**config.mk**
```make
export PLATFORM = sky130hd
export DESIGN_NAME = fsk_modem_core_flat
export DESIGN_NICKNAME = d
export VERILOG_FILES = /design/src/fsk_modem_pkg.sv /design/src/fsk_link_if.sv /design/src/fsk_modem_core.sv /design/src/flat_wrapper.sv
export SDC_FILE = /design/constraint.sdc
export NUM_CORES = 1
export LEC_CHECK = 0
export BUFFER_PORTS_ARGS = -buffer_cell sky130_fd_sc_hd__buf_2
export CORE_ASPECT_RATIO = 1.25
export CORE_UTILIZATION = 25
export CTS_CLUSTER_SIZE = 24
export DETAILED_ROUTE_END_ITERATION = 6
export GPL_TIMING_DRIVEN = 0
export PLACE_DENSITY = 0.44
export SYNTH_ARGS = -nofsm -noshare
export SYNTH_HDL_FRONTEND = slang
export SYNTH_SLANG_ARGS = --single-unit
export TNS_END_PERCENT = 30
```
**constraint.sdc**
```tcl
create_clock -name core_clk_i -period 1.95 [get_ports core_clk_i]
set_input_delay 0.0975 -clock core_clk_i [delete_from_list [all_inputs] [get_ports core_clk_i]]
set_output_delay 0.0975 -clock core_clk_i [all_outputs]
set_load 0.01 [all_outputs]
```
**src/fsk_modem_pkg.sv**
```systemverilog
// Shared constants for the 1200 bit/s frequency-shift-keying modem
package fsk_modem_pkg;
    // Core clock and the master tick that both ends agree on
    localparam int CORE_CLK_HZ = 200_000_000;
    localparam int MASTER_HZ = 460_800;
    localparam int MASTER_DIV = CORE_CLK_HZ / MASTER_HZ;
    localparam int BIT_RATE = 1200;

    // User clock: sixteen times the bit rate, toggled every half period
    localparam int USER_MULT = 16;
    localparam int USER_HALF_TICKS = MASTER_HZ / (USER_MULT * BIT_RATE * 2);

    // Tone synthesis: prescale by 5.5 or 3, then a common divide by 70
    localparam int MARK_PRE_X2 = 11;
    localparam int SPACE_PRE_X2 = 6;
    localparam int TONE_DIV = 70;
    localparam int TONE_HALF = TONE_DIV / 2;

    // Carrier band limits and slicer point, in hertz
    localparam int CD_MIN_HZ = 1000;
    localparam int CD_MAX_HZ = 2575;
    localparam int SLICE_HZ = 1700;

    // Half-period limits in master ticks; inclusive band edges
    localparam int HALF_MIN_TICKS = MASTER_HZ / (2 * CD_MAX_HZ);
    localparam int HALF_MAX_TICKS =
        (MASTER_HZ + 2 * CD_MIN_HZ - 1) / (2 * CD_MIN_HZ);
    localparam int HALF_SLICE_TICKS = MASTER_HZ / (2 * SLICE_HZ);

    // Loss of carrier: least hold time, rounded up to whole ticks
    localparam int LOSS_US = 1000;
    localparam int LOSS_TICKS = (LOSS_US * MASTER_HZ + 999_999) / 1_000_000;

    // Counter widths
    localparam int IVL_W = 9;
    localparam int HOLD_W = 10;
    localparam int PRE_W = 4;
    localparam int TONE_W = 7;
    localparam int USER_W = 4;
    localparam int BITCNT_W = 5;
    localparam int MDIV_W = 16;

    typedef enum logic [0:0] {
        CD_SEARCH = 1'b0,
        CD_LOCKED = 1'b1
    } carrier_state_t;
endpackage : fsk_modem_pkg

```
**src/fsk_link_if.sv**
```systemverilog
// Pin-level link between the modem core and its host
`timescale 1ns/100ps
interface fsk_link_if;
    logic master_clock_in;
    logic tx_request_n;
    logic tx_data_in;
    logic tx_carrier_out;
    logic tx_carrier_oe;
    logic rx_carrier_in;
    logic rx_data_out;
    logic carrier_present_n;
    logic user_clock_out;
    logic factory_test_a;
    logic factory_test_b;

    modport device (
        input master_clock_in,
        input tx_request_n,
        input tx_data_in,
        input rx_carrier_in,
        input factory_test_a,
        input factory_test_b,
        output tx_carrier_out,
        output tx_carrier_oe,
        output rx_data_out,
        output carrier_present_n,
        output user_clock_out
    );

    modport host (
        output master_clock_in,
        output tx_request_n,
        output tx_data_in,
        output rx_carrier_in,
        output factory_test_a,
        output factory_test_b,
        input tx_carrier_out,
        input tx_carrier_oe,
        input rx_data_out,
        input carrier_present_n,
        input user_clock_out
    );
endinterface : fsk_link_if

```
**src/fsk_modem_core.sv**
```systemverilog
// Modem core: tone synthesis, demodulator and carrier detector
//
// Functional notes
// - Host supplies 460.8 kHz master clock
// - User clock out at sixteen times bitrate
// - Mode line low transmits, high receives
// - Transmit output undriven while receiving
// - Mark 1200 Hz, space 2200 Hz out
// - Received 1200 Hz gives 1, 2200 gives 0
// - Demodulate only in receive mode
// - Frequency switch keeps phase continuous
// - Host holds NRZ level whole bit
// - Up to 1200 bit/s, one direction
// - Carrier detect low for 1000-2575 Hz
// - Detect by timing edge intervals
// - Detect asserts within one bit time
// - Release after 1 ms without carrier
// - Release within 1.68 ms of loss
// - Out-of-band intervals drop carrier detect
// - Unused modulator stops being clocked; detector always runs
// - Factory test inputs tied low
// - Tones: divide 5.5 or 3, then 70
// - Detector sees own transmitted carrier
`timescale 1ns/100ps
module fsk_modem_core (
    input wire logic core_clk_i,
    input wire logic rst_n_i,
    fsk_link_if.device link
);

    ////////////////////////////////////////////////////////////////////////
    // Input synchronisers

    logic [1:0] mode_sync_reg;
    logic [1:0] txd_sync_reg;
    logic [1:0] rxc_sync_reg;

    always_ff @(posedge core_clk_i) begin
        if (!rst_n_i) begin
            mode_sync_reg <= 2'h3;
            txd_sync_reg <= 2'h3;
            rxc_sync_reg <= 2'h0;
        end else begin
            mode_sync_reg <= {mode_sync_reg[0], link.tx_request_n};
            txd_sync_reg <= {txd_sync_reg[0], link.tx_data_in};
            rxc_sync_reg <= {rxc_sync_reg[0], link.rx_carrier_in};
        end
    end

    wire rx_mode = mode_sync_reg[1];
    wire tx_mode = !mode_sync_reg[1];
    wire tx_bit = txd_sync_reg[1];
    wire rx_line = rxc_sync_reg[1];
    // Test inputs are expected low; either one high freezes the demodulator output
    wire unused_test = link.factory_test_a | link.factory_test_b;

    // Every timing below advances only on the master tick
    wire tick = link.master_clock_in;
    wire tx_tick = tick & tx_mode;

    ////////////////////////////////////////////////////////////////////////
    // User clock

    logic [fsk_modem_pkg::USER_W-1:0] user_cnt_reg;
    logic user_clk_reg;

    wire user_wrap =
        user_cnt_reg == fsk_modem_pkg::USER_W'(fsk_modem_pkg::USER_HALF_TICKS - 1);
    wire [fsk_modem_pkg::USER_W-1:0] user_cnt_next =
        user_wrap ? '0 : user_cnt_reg + 1'b1;

    always_ff @(posedge core_clk_i) begin
        if (!rst_n_i) begin
            user_cnt_reg <= '0;
            user_clk_reg <= 1'b0;
        end else if (tick) begin
            user_cnt_reg <= user_cnt_next;
            if (user_wrap) begin
                user_clk_reg <= !user_clk_reg;
            end
        end
    end

    ////////////////////////////////////////////////////////////////////////
    // Modulator: fractional prescaler feeding a shared divide by 70.
    // The divide-by-70 stage is never reset on a data change, so the
    // output waveform carries on from its current phase.

    logic [fsk_modem_pkg::PRE_W-1:0] pre_acc_reg;
    logic [fsk_modem_pkg::TONE_W-1:0] tone_cnt_reg;
    logic tone_reg;

    wire [fsk_modem_pkg::PRE_W-1:0] pre_limit = tx_bit ?
        fsk_modem_pkg::PRE_W'(fsk_modem_pkg::MARK_PRE_X2) :
        fsk_modem_pkg::PRE_W'(fsk_modem_pkg::SPACE_PRE_X2);
    wire [fsk_modem_pkg::PRE_W-1:0] pre_sum = pre_acc_reg + 4'h2;
    wire pre_fire = pre_sum >= pre_limit;
    wire [fsk_modem_pkg::PRE_W-1:0] pre_acc_next =
        pre_fire ? pre_sum - pre_limit : pre_sum;
    wire tone_wrap =
        tone_cnt_reg == fsk_modem_pkg::TONE_W'(fsk_modem_pkg::TONE_HALF - 1);
    wire [fsk_modem_pkg::TONE_W-1:0] tone_cnt_next =
        tone_wrap ? '0 : tone_cnt_reg + 1'b1;

    always_ff @(posedge core_clk_i) begin
        if (!rst_n_i) begin
            pre_acc_reg <= '0;
            tone_cnt_reg <= '0;
            tone_reg <= 1'b0;
        end else if (tx_tick) begin
            pre_acc_reg <= pre_acc_next;
            if (pre_fire) begin
                tone_cnt_reg <= tone_cnt_next;
                if (tone_wrap) begin
                    tone_reg <= !tone_reg;
                end
            end
        end
    end

    ////////////////////////////////////////////////////////////////////////
    // Edge interval timer; in transmit mode it listens to our own tone

    logic det_prev_reg;
    logic det_mode_reg;
    logic [fsk_modem_pkg::IVL_W-1:0] ivl_cnt_reg;

    wire det_in = rx_mode ? rx_line : tone_reg;
    // Source swap is no carrier edge; restart the timer as after idle
    wire det_swap = det_mode_reg != rx_mode;
    wire det_edge = det_in != det_prev_reg && !det_swap;
    wire ivl_sat = &ivl_cnt_reg;
    wire ivl_in_band =
        ivl_cnt_reg >= fsk_modem_pkg::IVL_W'(fsk_modem_pkg::HALF_MIN_TICKS) &&
        ivl_cnt_reg <= fsk_modem_pkg::IVL_W'(fsk_modem_pkg::HALF_MAX_TICKS);
    wire valid_edge = det_edge && ivl_in_band;
    wire slow_tone =
        ivl_cnt_reg > fsk_modem_pkg::IVL_W'(fsk_modem_pkg::HALF_SLICE_TICKS);

    always_ff @(posedge core_clk_i) begin
        if (!rst_n_i) begin
            det_prev_reg <= 1'b0;
            det_mode_reg <= 1'b1;
            ivl_cnt_reg <= '1;
        end else begin
            det_prev_reg <= det_in;
            det_mode_reg <= rx_mode;
            if (det_swap) begin
                ivl_cnt_reg <= '1;
            end else if (det_edge) begin
                ivl_cnt_reg <= '0;
            end else if (tick && !ivl_sat) begin
                ivl_cnt_reg <= ivl_cnt_reg + 1'b1;
            end
        end
    end

    ////////////////////////////////////////////////////////////////////////
    // Carrier detector. The first edge only starts the timer; the first
    // in-band interval then locks, well inside one bit time. Any edge that
    // falls out of band simply fails to refresh the hold timer, so a bad
    // carrier is dropped by the same loss timeout as a missing one.

    fsk_modem_pkg::carrier_state_t cd_state_reg;
    logic [fsk_modem_pkg::HOLD_W-1:0] hold_cnt_reg;

    wire hold_done =
        hold_cnt_reg >= fsk_modem_pkg::HOLD_W'(fsk_modem_pkg::LOSS_TICKS);

    always_ff @(posedge core_clk_i) begin
        if (!rst_n_i) begin
            cd_state_reg <= fsk_modem_pkg::CD_SEARCH;
            hold_cnt_reg <= '0;
        end else begin
            unique case (cd_state_reg)
                fsk_modem_pkg::CD_SEARCH: begin
                    hold_cnt_reg <= '0;
                    if (valid_edge) begin
                        cd_state_reg <= fsk_modem_pkg::CD_LOCKED;
                    end
                end
                fsk_modem_pkg::CD_LOCKED: begin
                    if (valid_edge) begin
                        hold_cnt_reg <= '0;
                    end else if (hold_done) begin
                        cd_state_reg <= fsk_modem_pkg::CD_SEARCH;
                    end else if (tick) begin
                        hold_cnt_reg <= hold_cnt_reg + 1'b1;
                    end
                end
            endcase
        end
    end

    ////////////////////////////////////////////////////////////////////////
    // Demodulator: slices each in-band half period as mark or space.
    // Output holds its last value while transmitting.

    logic rx_data_reg;
    logic cd_out_reg;

    always_ff @(posedge core_clk_i) begin
        if (!rst_n_i) begin
            rx_data_reg <= 1'b1;
            cd_out_reg <= 1'b1;
        end else begin
            if (rx_mode && valid_edge && !unused_test) begin
                rx_data_reg <= slow_tone;
            end
            cd_out_reg <= cd_state_reg != fsk_modem_pkg::CD_LOCKED;
        end
    end

    ////////////////////////////////////////////////////////////////////////
    // Outputs

    assign link.user_clock_out = user_clk_reg;
    assign link.tx_carrier_out = tone_reg;
    assign link.tx_carrier_oe = tx_mode;
    assign link.rx_data_out = rx_data_reg;
    assign link.carrier_present_n = cd_out_reg;

endmodule : fsk_modem_core

```
**src/flat_wrapper.sv**
```systemverilog
// flat-port wrapper written by rule: the top's interface ports become plain ports
module fsk_modem_core_flat 
  (core_clk_i, rst_n_i, link_master_clock_in, link_tx_request_n, link_tx_data_in, link_rx_carrier_in, link_factory_test_a, link_factory_test_b, link_tx_carrier_out, link_tx_carrier_oe, link_rx_data_out, link_carrier_present_n, link_user_clock_out);
  fsk_link_if link_i ();
  input wire logic core_clk_i;
  input wire logic rst_n_i;
  input wire logic [$bits(link_i.master_clock_in)-1:0] link_master_clock_in;
  input wire logic [$bits(link_i.tx_request_n)-1:0] link_tx_request_n;
  input wire logic [$bits(link_i.tx_data_in)-1:0] link_tx_data_in;
  input wire logic [$bits(link_i.rx_carrier_in)-1:0] link_rx_carrier_in;
  input wire logic [$bits(link_i.factory_test_a)-1:0] link_factory_test_a;
  input wire logic [$bits(link_i.factory_test_b)-1:0] link_factory_test_b;
  output wire logic [$bits(link_i.tx_carrier_out)-1:0] link_tx_carrier_out;
  output wire logic [$bits(link_i.tx_carrier_oe)-1:0] link_tx_carrier_oe;
  output wire logic [$bits(link_i.rx_data_out)-1:0] link_rx_data_out;
  output wire logic [$bits(link_i.carrier_present_n)-1:0] link_carrier_present_n;
  output wire logic [$bits(link_i.user_clock_out)-1:0] link_user_clock_out;
  assign link_i.master_clock_in = link_master_clock_in;
  assign link_i.tx_request_n = link_tx_request_n;
  assign link_i.tx_data_in = link_tx_data_in;
  assign link_i.rx_carrier_in = link_rx_carrier_in;
  assign link_i.factory_test_a = link_factory_test_a;
  assign link_i.factory_test_b = link_factory_test_b;
  assign link_tx_carrier_out = link_i.tx_carrier_out;
  assign link_tx_carrier_oe = link_i.tx_carrier_oe;
  assign link_rx_data_out = link_i.rx_data_out;
  assign link_carrier_present_n = link_i.carrier_present_n;
  assign link_user_clock_out = link_i.user_clock_out;
  fsk_modem_core u_core (.core_clk_i(core_clk_i), .rst_n_i(rst_n_i), .link(link_i));
endmodule
```
== After elaboration in Yosys (flattened, before gate mapping) ==
Index checks and enable logic that the tools add are counted.

* Bitwise operators: 4
* Eq/ne operators: 6
* Reductions and logical operators: 19
* Multiplexer cells: 15
* Order comparisons: 5
* Add/sub/neg operators: 6

{| class="wikitable"
|+ Operators by type and width
! cell !! number
|-
| 2-to-1 mux 10 bit || 3
|-
| one-hot mux 10 bit (2 select lines) || 1
|-
| 2-to-1 mux 9 bit || 2
|-
| 2-to-1 mux 4 bit || 3
|-
| adder 10 x 1 -> 10 bit (second input constant) || 1
|-
| >= comparator 10 x 9 -> 1 bit (second input constant) || 1
|-
| adder 9 x 1 -> 9 bit (second input constant) || 1
|-
| >= comparator 9 x 7 -> 1 bit (second input constant) || 1
|-
| > comparator 9 x 8 -> 1 bit (second input constant) || 1
|-
| <= comparator 9 x 8 -> 1 bit (second input constant) || 1
|-
| AND reduction 9 bit || 1
|-
| adder 7 x 1 -> 7 bit (second input constant) || 1
|-
| == test 7 x 6 -> 1 bit (second input constant) || 1
|-
| 2-to-1 mux 7 bit || 1
|-
| logical AND 1 bit || 6
|-
| logical NOT 1 bit || 6
|-
| != test 3 x 2 -> 1 bit (second input constant) || 2
|-
| AND reduction 2 bit || 3
|-
| adder 4 x 1 -> 4 bit (second input constant) || 1
|-
| adder 4 x 2 -> 4 bit (second input constant) || 1
|-
| == test 4 bit (second input constant) || 1
|-
| >= comparator 4 bit || 1
|-
| 2-to-1 mux 1 bit || 4
|-
| subtractor 4 bit || 1
|-
| other kinds (8) || 10
|}

* Bits of input ports: 8
* Flip-flop bits (word level): 47
* Output and inout port bits: 5

== Logic depth before layout (Yosys ltp) ==
Gate-level depths: netlist (run 1).

* Depth in word-level cells: 6
* Gate-level depth with buffers: 10
* Depth with buffers taken out: 9

== Least setup slack after synthesis (run 1) ==
OpenSTA, ideal clock, no wires.

* Kind: reg2reg
* Start point: register u_core.pre_acc_reg[1] (netlist bit)
* End point: register u_core.pre_acc_reg[1] (netlist bit)
* Arrival time: 2.067 ns
* Path buffers: 1
* Setup slack: -0.192 ns
* Setup time: 0.076 ns
* Cell stages (with the launch flop): 9
* Data required time: 1.874 ns
* Cell sequence: dfxtp_1 ha_1 xor2_1 ha_1 buf_2 and2_4 a311o_1 or3_1 a31oi_1

* Cells in the longest elaborated chain, start to end: 3

{| class="wikitable"
|+ RTL lines
! what !! RTL line !! source
|-
| from (decl) || fsk_modem_core.sv:89 || <nowiki>logic [fsk_modem_pkg::PRE_W-1:0] pre_acc_reg;</nowiki>
|-
| from (signal assigned) || fsk_modem_core.sv:111 || <nowiki>pre_acc_reg <= pre_acc_next;</nowiki>
|-
| adder 4 x 2 -> 4 bit * || fsk_modem_core.sv:96 || <nowiki>wire [fsk_modem_pkg::PRE_W-1:0] pre_sum = pre_acc_reg + 4'h2;</nowiki>
|-
| subtractor 4 bit / >= comparator 4 bit (equally long branches) || fsk_modem_core.sv:99, fsk_modem_core.sv:97 ||
|-
| 2-to-1 mux 4 bit * || fsk_modem_core.sv:99 || <nowiki>pre_fire ? pre_sum - pre_limit : pre_sum;</nowiki>
|}

Every way passes the cells marked *; elsewhere a longest branch is shown, timed or not.
A chain may end at the register's enable or synchronous reset.

== Worst setup path after layout (run 1) ==
* Start point: register u_core.pre_acc_reg[1] (netlist bit)
* End point: register u_core.pre_acc_reg[2] (netlist bit)

The elaborated chain is that of the path after synthesis.

==> flow_summary_export.csv, run 1 <==
group,metric,value,unit
setup_path,crit_start,"u_core.pre_acc_reg[1]",
clock_network,cts_tree,"built",
synthesis,post_synth_num_cell_types,44,
timing,skew,0.006063,ns
setup_path,required,2.09,ns
synthesis,ys.flop_type,"dfxtp_1",
timing,final-hold-violation-count,0,
route,drc_errors,0,
layout,post-route-util,32.68,%
clock_network,clk_pin_slew,0.06,ns
power,p_total,2.589,mW
power,pwr-share-seq,42.8,%
worst_hold_path,min_to,"u_core.txd_sync_reg[0]",
clock_network,clk_path_buf_depth,2,
layout,final_cells,438,
setup_path,path_cells,"ha_4, xor2_1, ha_1, buf_6, a311o_1, buf_4, o211ai_1, a21oi_1",
layout,final_common_cell,"dfxtp_1",
synthesis,yosysSeqAreaShare,39.45,%
setup_path,worst_setup_path_start_kind,"flip-flop",
synthesis,ys_seq_elements,47,
global_routing,grt_pass1_vias,1897,
placed_design,place.gp.congestion,0.7477,
power,internal_power,1.922,mW
setup_path,critPathTopFamily,"compound AO/OA/AOI/OAI gates",
setup_path,crit_path_end_kind,"flip-flop",
timing,whs,0.008206,ns
floorplanning,io_pins,13,
route,drt_iter0_drc,51,
floorplanning,die-area,9936,µm²
synthesis,yosysTopAreaCell,"dfxtp_1",
floorplanning,dieWidth,89.36,µm
placed_design,place_area,2624,µm²
layout,layout_common_cells,"dfxtp_1 (40), nand2_1 (29), nor2_1 (27)",
route,ant_nets,0,
power,power_frac_comb,16.8,%
timing,timing.setup.tns,-0.1718,ns
route,vias,2044,
setup_path,reg2reg_to,"u_core.pre_acc_reg[2]",
setup_path,cp_num_buf_inv,2,
synthesis,yosys-top-cells-area,"dfxtp_1 (39%), ha_1 (7.3%), xnor2_1 (5.1%)",
global_routing,grt_max_degree,15,
route,avgViaCountPerCell,4.667,
setup_path,cp_num_cells,8,
layout,final_area,3014,µm²
synthesis,syn_avg_cell_area,8.397,µm²
synthesis,yosys.area.top_type_share,39.45,%
clock_network,clk_latency,0.29,ns
setup_path,crit_arrival,2.15,ns
route,dr.pass1.iters,4,
layout,n_antenna_cell,0,
synthesis,synth_edf_count,0,
clock_network,clkSinkCount,47,
synthesis,syn_nets,306,
timing,worst_slew_pin_slew,0.6547,ns
global_routing,grt_usage,11.32,%
worst_hold_path,min_path_cells,2,
worst_hold_path,hold_start,"link_tx_data_in",
route,wl_per_cell,11.92,µm
setup_path,path_class,"flip-flop to flip-flop",
layout,synthToLayoutAreaGrowth,26.39,%
synthesis,synthCells,284,
clock_network,clockRootBuffer,"clkbuf_16",
setup_path,cp_slowest_stage_delay,0.36,ns
placed_design,port_buffers,12,
floorplanning,die_h,111.2,µm
floorplanning,core,9223,µm²
timing,fmax,0.4986,GHz
run_status,status,"finished with violations",
synthesis,synth-async-reset-ratio,0,%
synthesis,ys_warn_count,0,
placed_design,dpl.cell_count,419,
setup_path,reg2reg_depth,8,
floorplanning,initial_utilization,25.86,%
timing,rsz0062_at_grt,"yes",
clock_network,htreeDepth,2,
layout,layout-drive-gt1-share,20.63,%
setup_path,crit_slowest_cell,"a311o_1",
power,power.density,858.8,nW/µm²
timing,final_max_slew_viol_count,0,
run_status,violations,"setup timing",
timing,setup_viol,4,
synthesis,synth_area,2385,µm²
timing,post-route-period-util,102.9,%
power,power_switching,0.6661,mW
clock_network,cts_buffers,5,
route,drt_wl_total,5219,µm
worst_hold_path,min_path_type,"input pin to flip-flop",
global_routing,antenna_found_initial,0,
global_routing,grt_overflow,0,
setup_path,reg2reg_from,"u_core.pre_acc_reg[1]",
setup_path,crit_fanout,4,
timing,min_period,2.006,ns
placed_design,hpwlAfterDp,3698,µm
timing,fin_ws,-0.05581,ns
power,switching_share,25.73,%
setup_path,r2r_slack,-0.06,ns
placed_design,pre_cts_ws,-0.1859,ns
floorplanning,rows,39,
power,clkPwrFrac,40.4,%
job,drv_cap,0,
layout,largest_register_ffs,10,
global_routing,grt_pass1_wl,8797,µm
power,leakage,1.102,nW
timing,slew-limit-headroom,56.36,%
layout,fin_nets,336,
power,vdd.ir_drop.worst,411.3,µV
==> final cells by class <==
type	count	area, µm²
buffer	6	28.78
inverter	13	48.80
timing repair buffer	24	160.2
tap	123	153.9
clock inverter	1	30.03
multi-input combinational	217	1481
fill	970	6208
sequential	47	957.2
clock buffer	7	153.9
==> cell usage after synthesis, types with 2 or more instances <==
cell	instances
a211oi_1	2
nor3_1	4
xor2_1	6
or2_2	2
nor2_1	28
a21oi_1	17
mux2i_1	4
nor2b_1	6
nand3_1	13
ha_1	14
nand4_1	6
buf_2	4
nand2_1	31
and2_1	3
o21ai_0	17
nand3b_1	3
a21boi_0	3
o2111ai_1	2
xnor2_1	14
nand2b_1	5
or3_1	3
and3_1	2
nor3b_1	2
inv_1	12
clkbuf_1	3
dfxtp_1	47
o211ai_1	3
a31oi_1	2
nor4_1	5
o22ai_1	2
o21a_1	6
==> worst max path at each step <==
stage / slack (ns) / endpoint
CTS: -0.18 / u_core.pre_acc_reg[1]
global placement: -0.17 / u_core.pre_acc_reg[1]
detailed placement: -0.19 / u_core.pre_acc_reg[1]
floorplan: -0.06 / u_core.pre_acc_reg[1]
finish: -0.06 / u_core.pre_acc_reg[2]
global route: -0.14 / u_core.pre_acc_reg[2]
==> per-layer routing <==
metal / vias up / wire length [µm] / GRT usage [%] / part of all wire, %
met4: 0 / 72 / 3.810 / 1.4
li1: 1053 / - / - / -
met5: - / 0 / 0 / 0
met3: 6 / 121 / 2.829 / 2.3
met1: 967 / 2441 / 13.91 / 47
met2: 18 / 2584 / 18.88 / 50
==> cells by family (layout without fill, tap and decap cells) <==
kind of cell / after synthesis / count (layout) / synth area share, %
buffers and inverters: 20 / 51 / 3.358
adders and majority gates: 14 / 14 / 7.345
AOI/OAI and AO/OA: 59 / 59 / 15.42
muxes: 5 / 5 / 2.151
DFF: 47 / 47 / 39.45
and+or+nand+nor: 119 / 119 / 24.92
xor gates and xnor gates: 20 / 20 / 7.345
==> power groups by stage <==
stage	registers (mW)	logic (mW)	clock network, mW
global route	1.12	0.495	1.12
detailed placement	1.12	0.381	0
global placement	1.12	0.378	0
finish	1.11	0.434	1.05
CTS	1.10	0.418	1.08
floorplan	1.10	0.308	0
==> timing repair <==
item                                    4_1_cts  5_1_grt
cloned                                        0        0
buffers inserted                              9        2
hold buffers                                  1        0
endpoints found under the setup margin       19       22
pin swaps                                    11       16
hold endpoints to repair                      1        0
resized for setup                            16       21
(Power assumes the default switching activity.)
==> run 2: changes to the inputs <==
- PLACE_DENSITY: 0.44 -> 0.5
==> run 2 against run 1 <==
Net effect: the flow still finishes with violations (setup timing); core utilization shrank 1.2 points; sequential power is essentially flat; clock skew shrank 0.0014 ns; non-clock buffer count shrank 5; via count shrank 1.8%; total power shrank 9.5%; maximum frequency shrank 4.0%; worst setup slack lost 0.084 ns; sequential share of layout area grew 0.99 points; die area is the same; wire length shrank 3.0%.
==> flow_summary_export.csv, run 2 (synthesis gave the netlist of run 1 again) <==
group,metric,value,unit
run_status,status,"finished with violations",
run_status,violations,"setup timing",
timing,whs,0.007877,ns
floorplanning,core,9223,µm²
power,p_total,2.341,mW
layout,fin_nets,331,
timing,final-hold-violation-count,0,
global_routing,grt_max_degree,14,
clock_network,clk_latency,0.28,ns
clock_network,cts_tree,"built",
timing,slew-limit-headroom,60.77,%
clock_network,clockRootBuffer,"clkbuf_16",
timing,rsz0062_at_grt,"yes",
timing,final_max_slew_viol_count,0,
route,drt_wl_total,5061,µm
layout,final_common_cell,"dfxtp_1",
placed_design,place_area,2624,µm²
setup_path,cp_slowest_stage_delay,0.38,ns
setup_path,path_cells,"ha_4, xor2_2, ha_1, buf_6, a311o_1, or3_1, a31oi_1",
power,power.density,805.2,nW/µm²
placed_design,place.gp.congestion,0.8143,
timing,post-route-period-util,107.2,%
route,ant_nets,0,
clock_network,clk_pin_slew,0.06,ns
job,drv_cap,0,
route,wl_per_cell,11.69,µm
floorplanning,die_h,111.2,µm
placed_design,hpwlAfterDp,3572,µm
power,vdd.ir_drop.worst,398.2,µV
setup_path,crit_slowest_cell,"or3_1",
global_routing,grt_usage,10.86,%
setup_path,crit_arrival,2.29,ns
route,drt_iter0_drc,66,
route,vias,2008,
global_routing,grt_pass1_wl,8576,µm
layout,n_antenna_cell,0,
global_routing,grt_overflow,0,
clock_network,cts_buffers,5,
layout,layout-drive-gt1-share,18.71,%
route,dr.pass1.iters,4,
layout,synthToLayoutAreaGrowth,21.93,%
clock_network,clk_path_buf_depth,2,
timing,setup_viol,5,
timing,worst_slew_pin_slew,0.5885,ns
floorplanning,io_pins,13,
placed_design,port_buffers,12,
layout,final_area,2908,µm²
setup_path,worst_setup_path_start_kind,"flip-flop",
layout,largest_register_ffs,10,
setup_path,cp_num_buf_inv,1,
setup_path,required,2.15,ns
floorplanning,rows,39,
floorplanning,die-area,9936,µm²
timing,fin_ws,-0.1396,ns
route,avgViaCountPerCell,4.637,
clock_network,htreeDepth,2,
timing,min_period,2.090,ns
floorplanning,initial_utilization,25.86,%
route,drc_errors,0,
setup_path,path_class,"flip-flop to flip-flop",
timing,skew,0.004701,ns
clock_network,clkSinkCount,47,
global_routing,antenna_found_initial,0,
setup_path,crit_fanout,3,
worst_hold_path,min_path_type,"input pin to flip-flop",
power,leakage,1.050,nW
setup_path,crit_path_end_kind,"flip-flop",
timing,fmax,0.4786,GHz
setup_path,critPathTopFamily,"adder cells",
global_routing,grt_pass1_vias,1852,
placed_design,pre_cts_ws,-0.1823,ns
floorplanning,dieWidth,89.36,µm
layout,layout_common_cells,"dfxtp_1 (40), nand2_1 (30), nor2_1 (27)",
layout,nFillCells,980,
run 2: changes by cell type in the layout (fill, tap and decap cells not counted), sizes merged:
cell and delta:
bufinv -1, clkinv +1, buf -5
run 2: path summary, 6_finish.rpt:
kind | from | endpoint | slack, ns | cells after the start
min | link_tx_data_in | u_core.txd_sync_reg[0] | 0.008 | 2
max reg2reg | u_core.pre_acc_reg[1] | u_core.pre_acc_reg[1] | -0.14 | 7
max | u_core.pre_acc_reg[1] | u_core.pre_acc_reg[1] | -0.14 | 7
min reg2reg | u_core.txd_sync_reg[0] | u_core.txd_sync_reg[1] | 0.41 | 1
run 2: final cells by class:
class                      instances  area (µm²)  share of cell area (%)
tap                              123       153.9                   5.293
sequential                        47       952.2                   32.75
clock inverter                     1       5.005                  0.1721
multi-input combinational        217        1468                   50.47
clock buffer                       7       132.6                   4.561
inverter                          13       48.80                   1.678
buffer                             6       28.78                  0.9897
timing repair buffer              19       118.9                   4.088
run 2: metal layers:
layer	global-route usage [%]	vias up	part of all wire, %
li1	-	1042	-
met4	4.127	0	1.5
met3	2.159	8	2.0
met5	0	-	0
met2	18.37	15	51
met1	13.24	943	46
run 2: through the flow:
step / TNS (ns) / cells / utilization (%)
3_5_place_dp: -1.007 / 419 / 28.45
4_1_cts: -0.6880 / 433 / 30.54
6_report: -0.2671 / 433 / 31.53
5_1_grt: -0.8729 / 433 / 31.53
2_1_floorplan: -0.05784 / 284 / -
3_3_place_gp: -0.8253 / 419 / 28.45
run 2: timing repair:
item | 4_1_cts | 5_1_grt
hold buffers | 1 | 0
pin swaps | 4 | 11
gates resized for setup | 3 | 28
endpoints found under the setup margin | 14 | 28
setup buffers | 5 | 1
endpoints found under the hold margin | 1 | 0
run 2: where the power goes:
| group | internal [mW] | switching [mW] | leakage (nW) |
|---|---|---|---|
| sequential | 1.03 | 0.0770 | 0.383 |
| combinational | 0.194 | 0.217 | 0.599 |
| clock | 0.474 | 0.352 | 0.0679 |
| total | 1.70 | 0.646 | 1.05 |
==> run 3: changes to the inputs <==
- ABC_CLOCK_PERIOD_IN_PS: default -> 1950
- PLACE_DENSITY: 0.5 -> 0.52
==> run 3 against run 2 <==
Net effect: the flow still finishes with violations (setup timing); combinational power increased by 18%; clock skew increased by 0.0013 ns; worst setup slack improved by 0.068 ns; non-clock buffer count increased by 8; die area unchanged; wire length increased by 3.9%; critical path depth unchanged; total power increased by 3.0%; maximum frequency increased by 3.4%; register-to-register slack improved by 0.07 ns; sequential share of layout area decreased by 0.68 points; first-iteration DRC count decreased by 44%; critical path type unchanged; critical endpoint unchanged.
==> flow_summary_export.csv, run 3 (synthesis gave the netlist of run 1 again) <==
group,metric,value,unit
run_status,status,"finished with violations",
run_status,violations,"setup timing",
layout,layout-drive-gt1-share,21.38,%
layout,synthToLayoutAreaGrowth,25.66,%
route,drt_wl_total,5259,µm
setup_path,reg2reg_to,"u_core.pre_acc_reg[1]",
route,drc_errors,0,
clock_network,cts_tree,"built",
floorplanning,initial_utilization,25.86,%
timing,min_period,2.021,ns
power,leakage,1.098,nW
route,vias,2057,
timing,fin_ws,-0.07136,ns
timing,final-hold-violation-count,0,
floorplanning,dieWidth,89.36,µm
floorplanning,die_h,111.2,µm
route,drt_iter0_drc,37,
timing,final_max_slew_viol_count,0,
setup_path,crit_start,"u_core.txd_sync_reg[1]",
setup_path,worst_setup_path_start_kind,"flip-flop",
setup_path,required,2.15,ns
worst_hold_path,min_path_type,"input pin to flip-flop",
layout,multi_input_area,1485,µm²
layout,layout_common_cells,"dfxtp_1 (39), nand2_1 (28), nor2_1 (27)",
timing,rsz0062_at_grt,"yes",
power,vdd.ir_drop.worst,459.1,µV
global_routing,grt_max_degree,14,
setup_path,reg2reg_depth,7,
timing,whs,0.03296,ns
floorplanning,rows,39,
clock_network,clk_path_buf_depth,2,
setup_path,crit_end,"u_core.pre_acc_reg[1]",
route,avgViaCountPerCell,4.664,
route,ant_nets,0,
floorplanning,die-area,9936,µm²
layout,final_area,2997,µm²
layout,regArea,960.9,µm²
timing,fmax,0.4947,GHz
global_routing,antenna_found_initial,0,
setup_path,path_class,"flip-flop to flip-flop",
global_routing,grt_pass1_vias,2045,
setup_path,reg2reg_from,"u_core.txd_sync_reg[1]",
power,power.density,804.5,nW/µm²
placed_design,place.gp.congestion,0.7810,
clock_network,htreeDepth,2,
floorplanning,core,9223,µm²
setup_path,crit_arrival,2.22,ns
clock_network,cts_buffers,5,
layout,n_antenna_cell,0,
global_routing,grt_pass1_wl,9101,µm
job,drv_cap,0,
global_routing,grt_overflow,0,
clock_network,clkSinkCount,47,
timing,slew-limit-headroom,57.51,%
clock_network,clk_pin_slew,0.06,ns
layout,nFillCells,953,
timing,post-route-period-util,103.7,%
timing,skew,0.006043,ns
worst_hold_path,hold_start,"link_rx_carrier_in",
placed_design,pre_cts_ws,-0.1711,ns
timing,worst_slew_pin_slew,0.6374,ns
setup_path,crit_fanout,6,
layout,final_common_cell,"dfxtp_1",
floorplanning,io_pins,13,
setup_path,r2r_slack,-0.07,ns
layout,largest_register_ffs,10,
power,p_total,2.411,mW
global_routing,grt_usage,11.53,%
route,dr.pass1.iters,5,
placed_design,hpwlAfterDp,3587,µm
placed_design,place_area,2624,µm²
timing,setup_viol,2,
placed_design,port_buffers,12,
route,wl_per_cell,11.93,µm
clock_network,clockRootBuffer,"clkbuf_16",
layout,fin_nets,339,
timing,timing.setup.tns,-0.1041,ns
setup_path,crit_path_end_kind,"flip-flop",
clock_network,clk_latency,0.28,ns
## run 3: changes by cell type in the layout (fill, tap and decap cells not counted), sizes merged
cell / before / now
buf: 21 / 28
dlygate4sd3: 1 / 2
## run 3: repair_timing
action	in CTS	in global routing
pin swaps	7	14
endpoints found under the hold margin	1	1
endpoints found under the setup margin	23	26
resized for setup	13	30
hold buffers	1	1
buffers inserted	7	7
## run 3: routing by layer
metal,track usage [%],wire [µm],vias to the layer above
met3,2.532,141,4
met5,0,0,-
li1,-,-,1061
met1,13.98,2310,970
met2,19.75,2748,22
met4,3.704,59,0
## run 3: worst min-delay path by stage
stage | endpoint | depth (start not counted) | slack (ns)
floorplan | u_core.mode_sync_reg[1] | 1 | 0.17
global placement | u_core.txd_sync_reg[0] | 2 | 0.29
detailed placement | u_core.txd_sync_reg[0] | 2 | 0.29
CTS | u_core.mode_sync_reg[0] | 2 | 0.0009
global route | u_core.rxc_sync_reg[0] | 2 | 0.05
finish | u_core.rxc_sync_reg[0] | 2 | 0.03
## run 3: worst max-delay path, cell delays in order (launching register included)
cell,delay [ns]
dfxtp_4,0.37
ha_2,0.21
inv_1,0.05
ha_2,0.20
or2_1,0.26
a311o_1,0.41
or3_1,0.32
a31oi_1,0.12
## run 3: through the flow
| stage | instances | util [%] |
|---|---|---|
| global route | 441 | 32.49 |
| detailed placement | 419 | 28.45 |
| global placement | 419 | 28.45 |
| CTS | 435 | 30.93 |
| finish | 441 | 32.49 |
| floorplan | 284 | - |
## run 3: area by class of cell
cell class                      instances  area share [%]
Multi-Input combinational cell        217           49.56
Sequential cell                        47           32.07
Timing Repair Buffer                   27           6.054
Tap cell                              123           5.136
Clock buffer                            7           4.426
Inverter                               13           1.628
Buffer                                  6          0.9603
Clock inverter                          1          0.1670
## run 3: power breakdown
part           switching, mW  internal [mW]  leakage, nW  total (mW)
clock                  0.346          0.474       0.0679       0.820
combinational          0.238          0.248        0.646       0.486
sequential            0.0755           1.03        0.385        1.10
total                  0.660           1.75         1.10        2.41
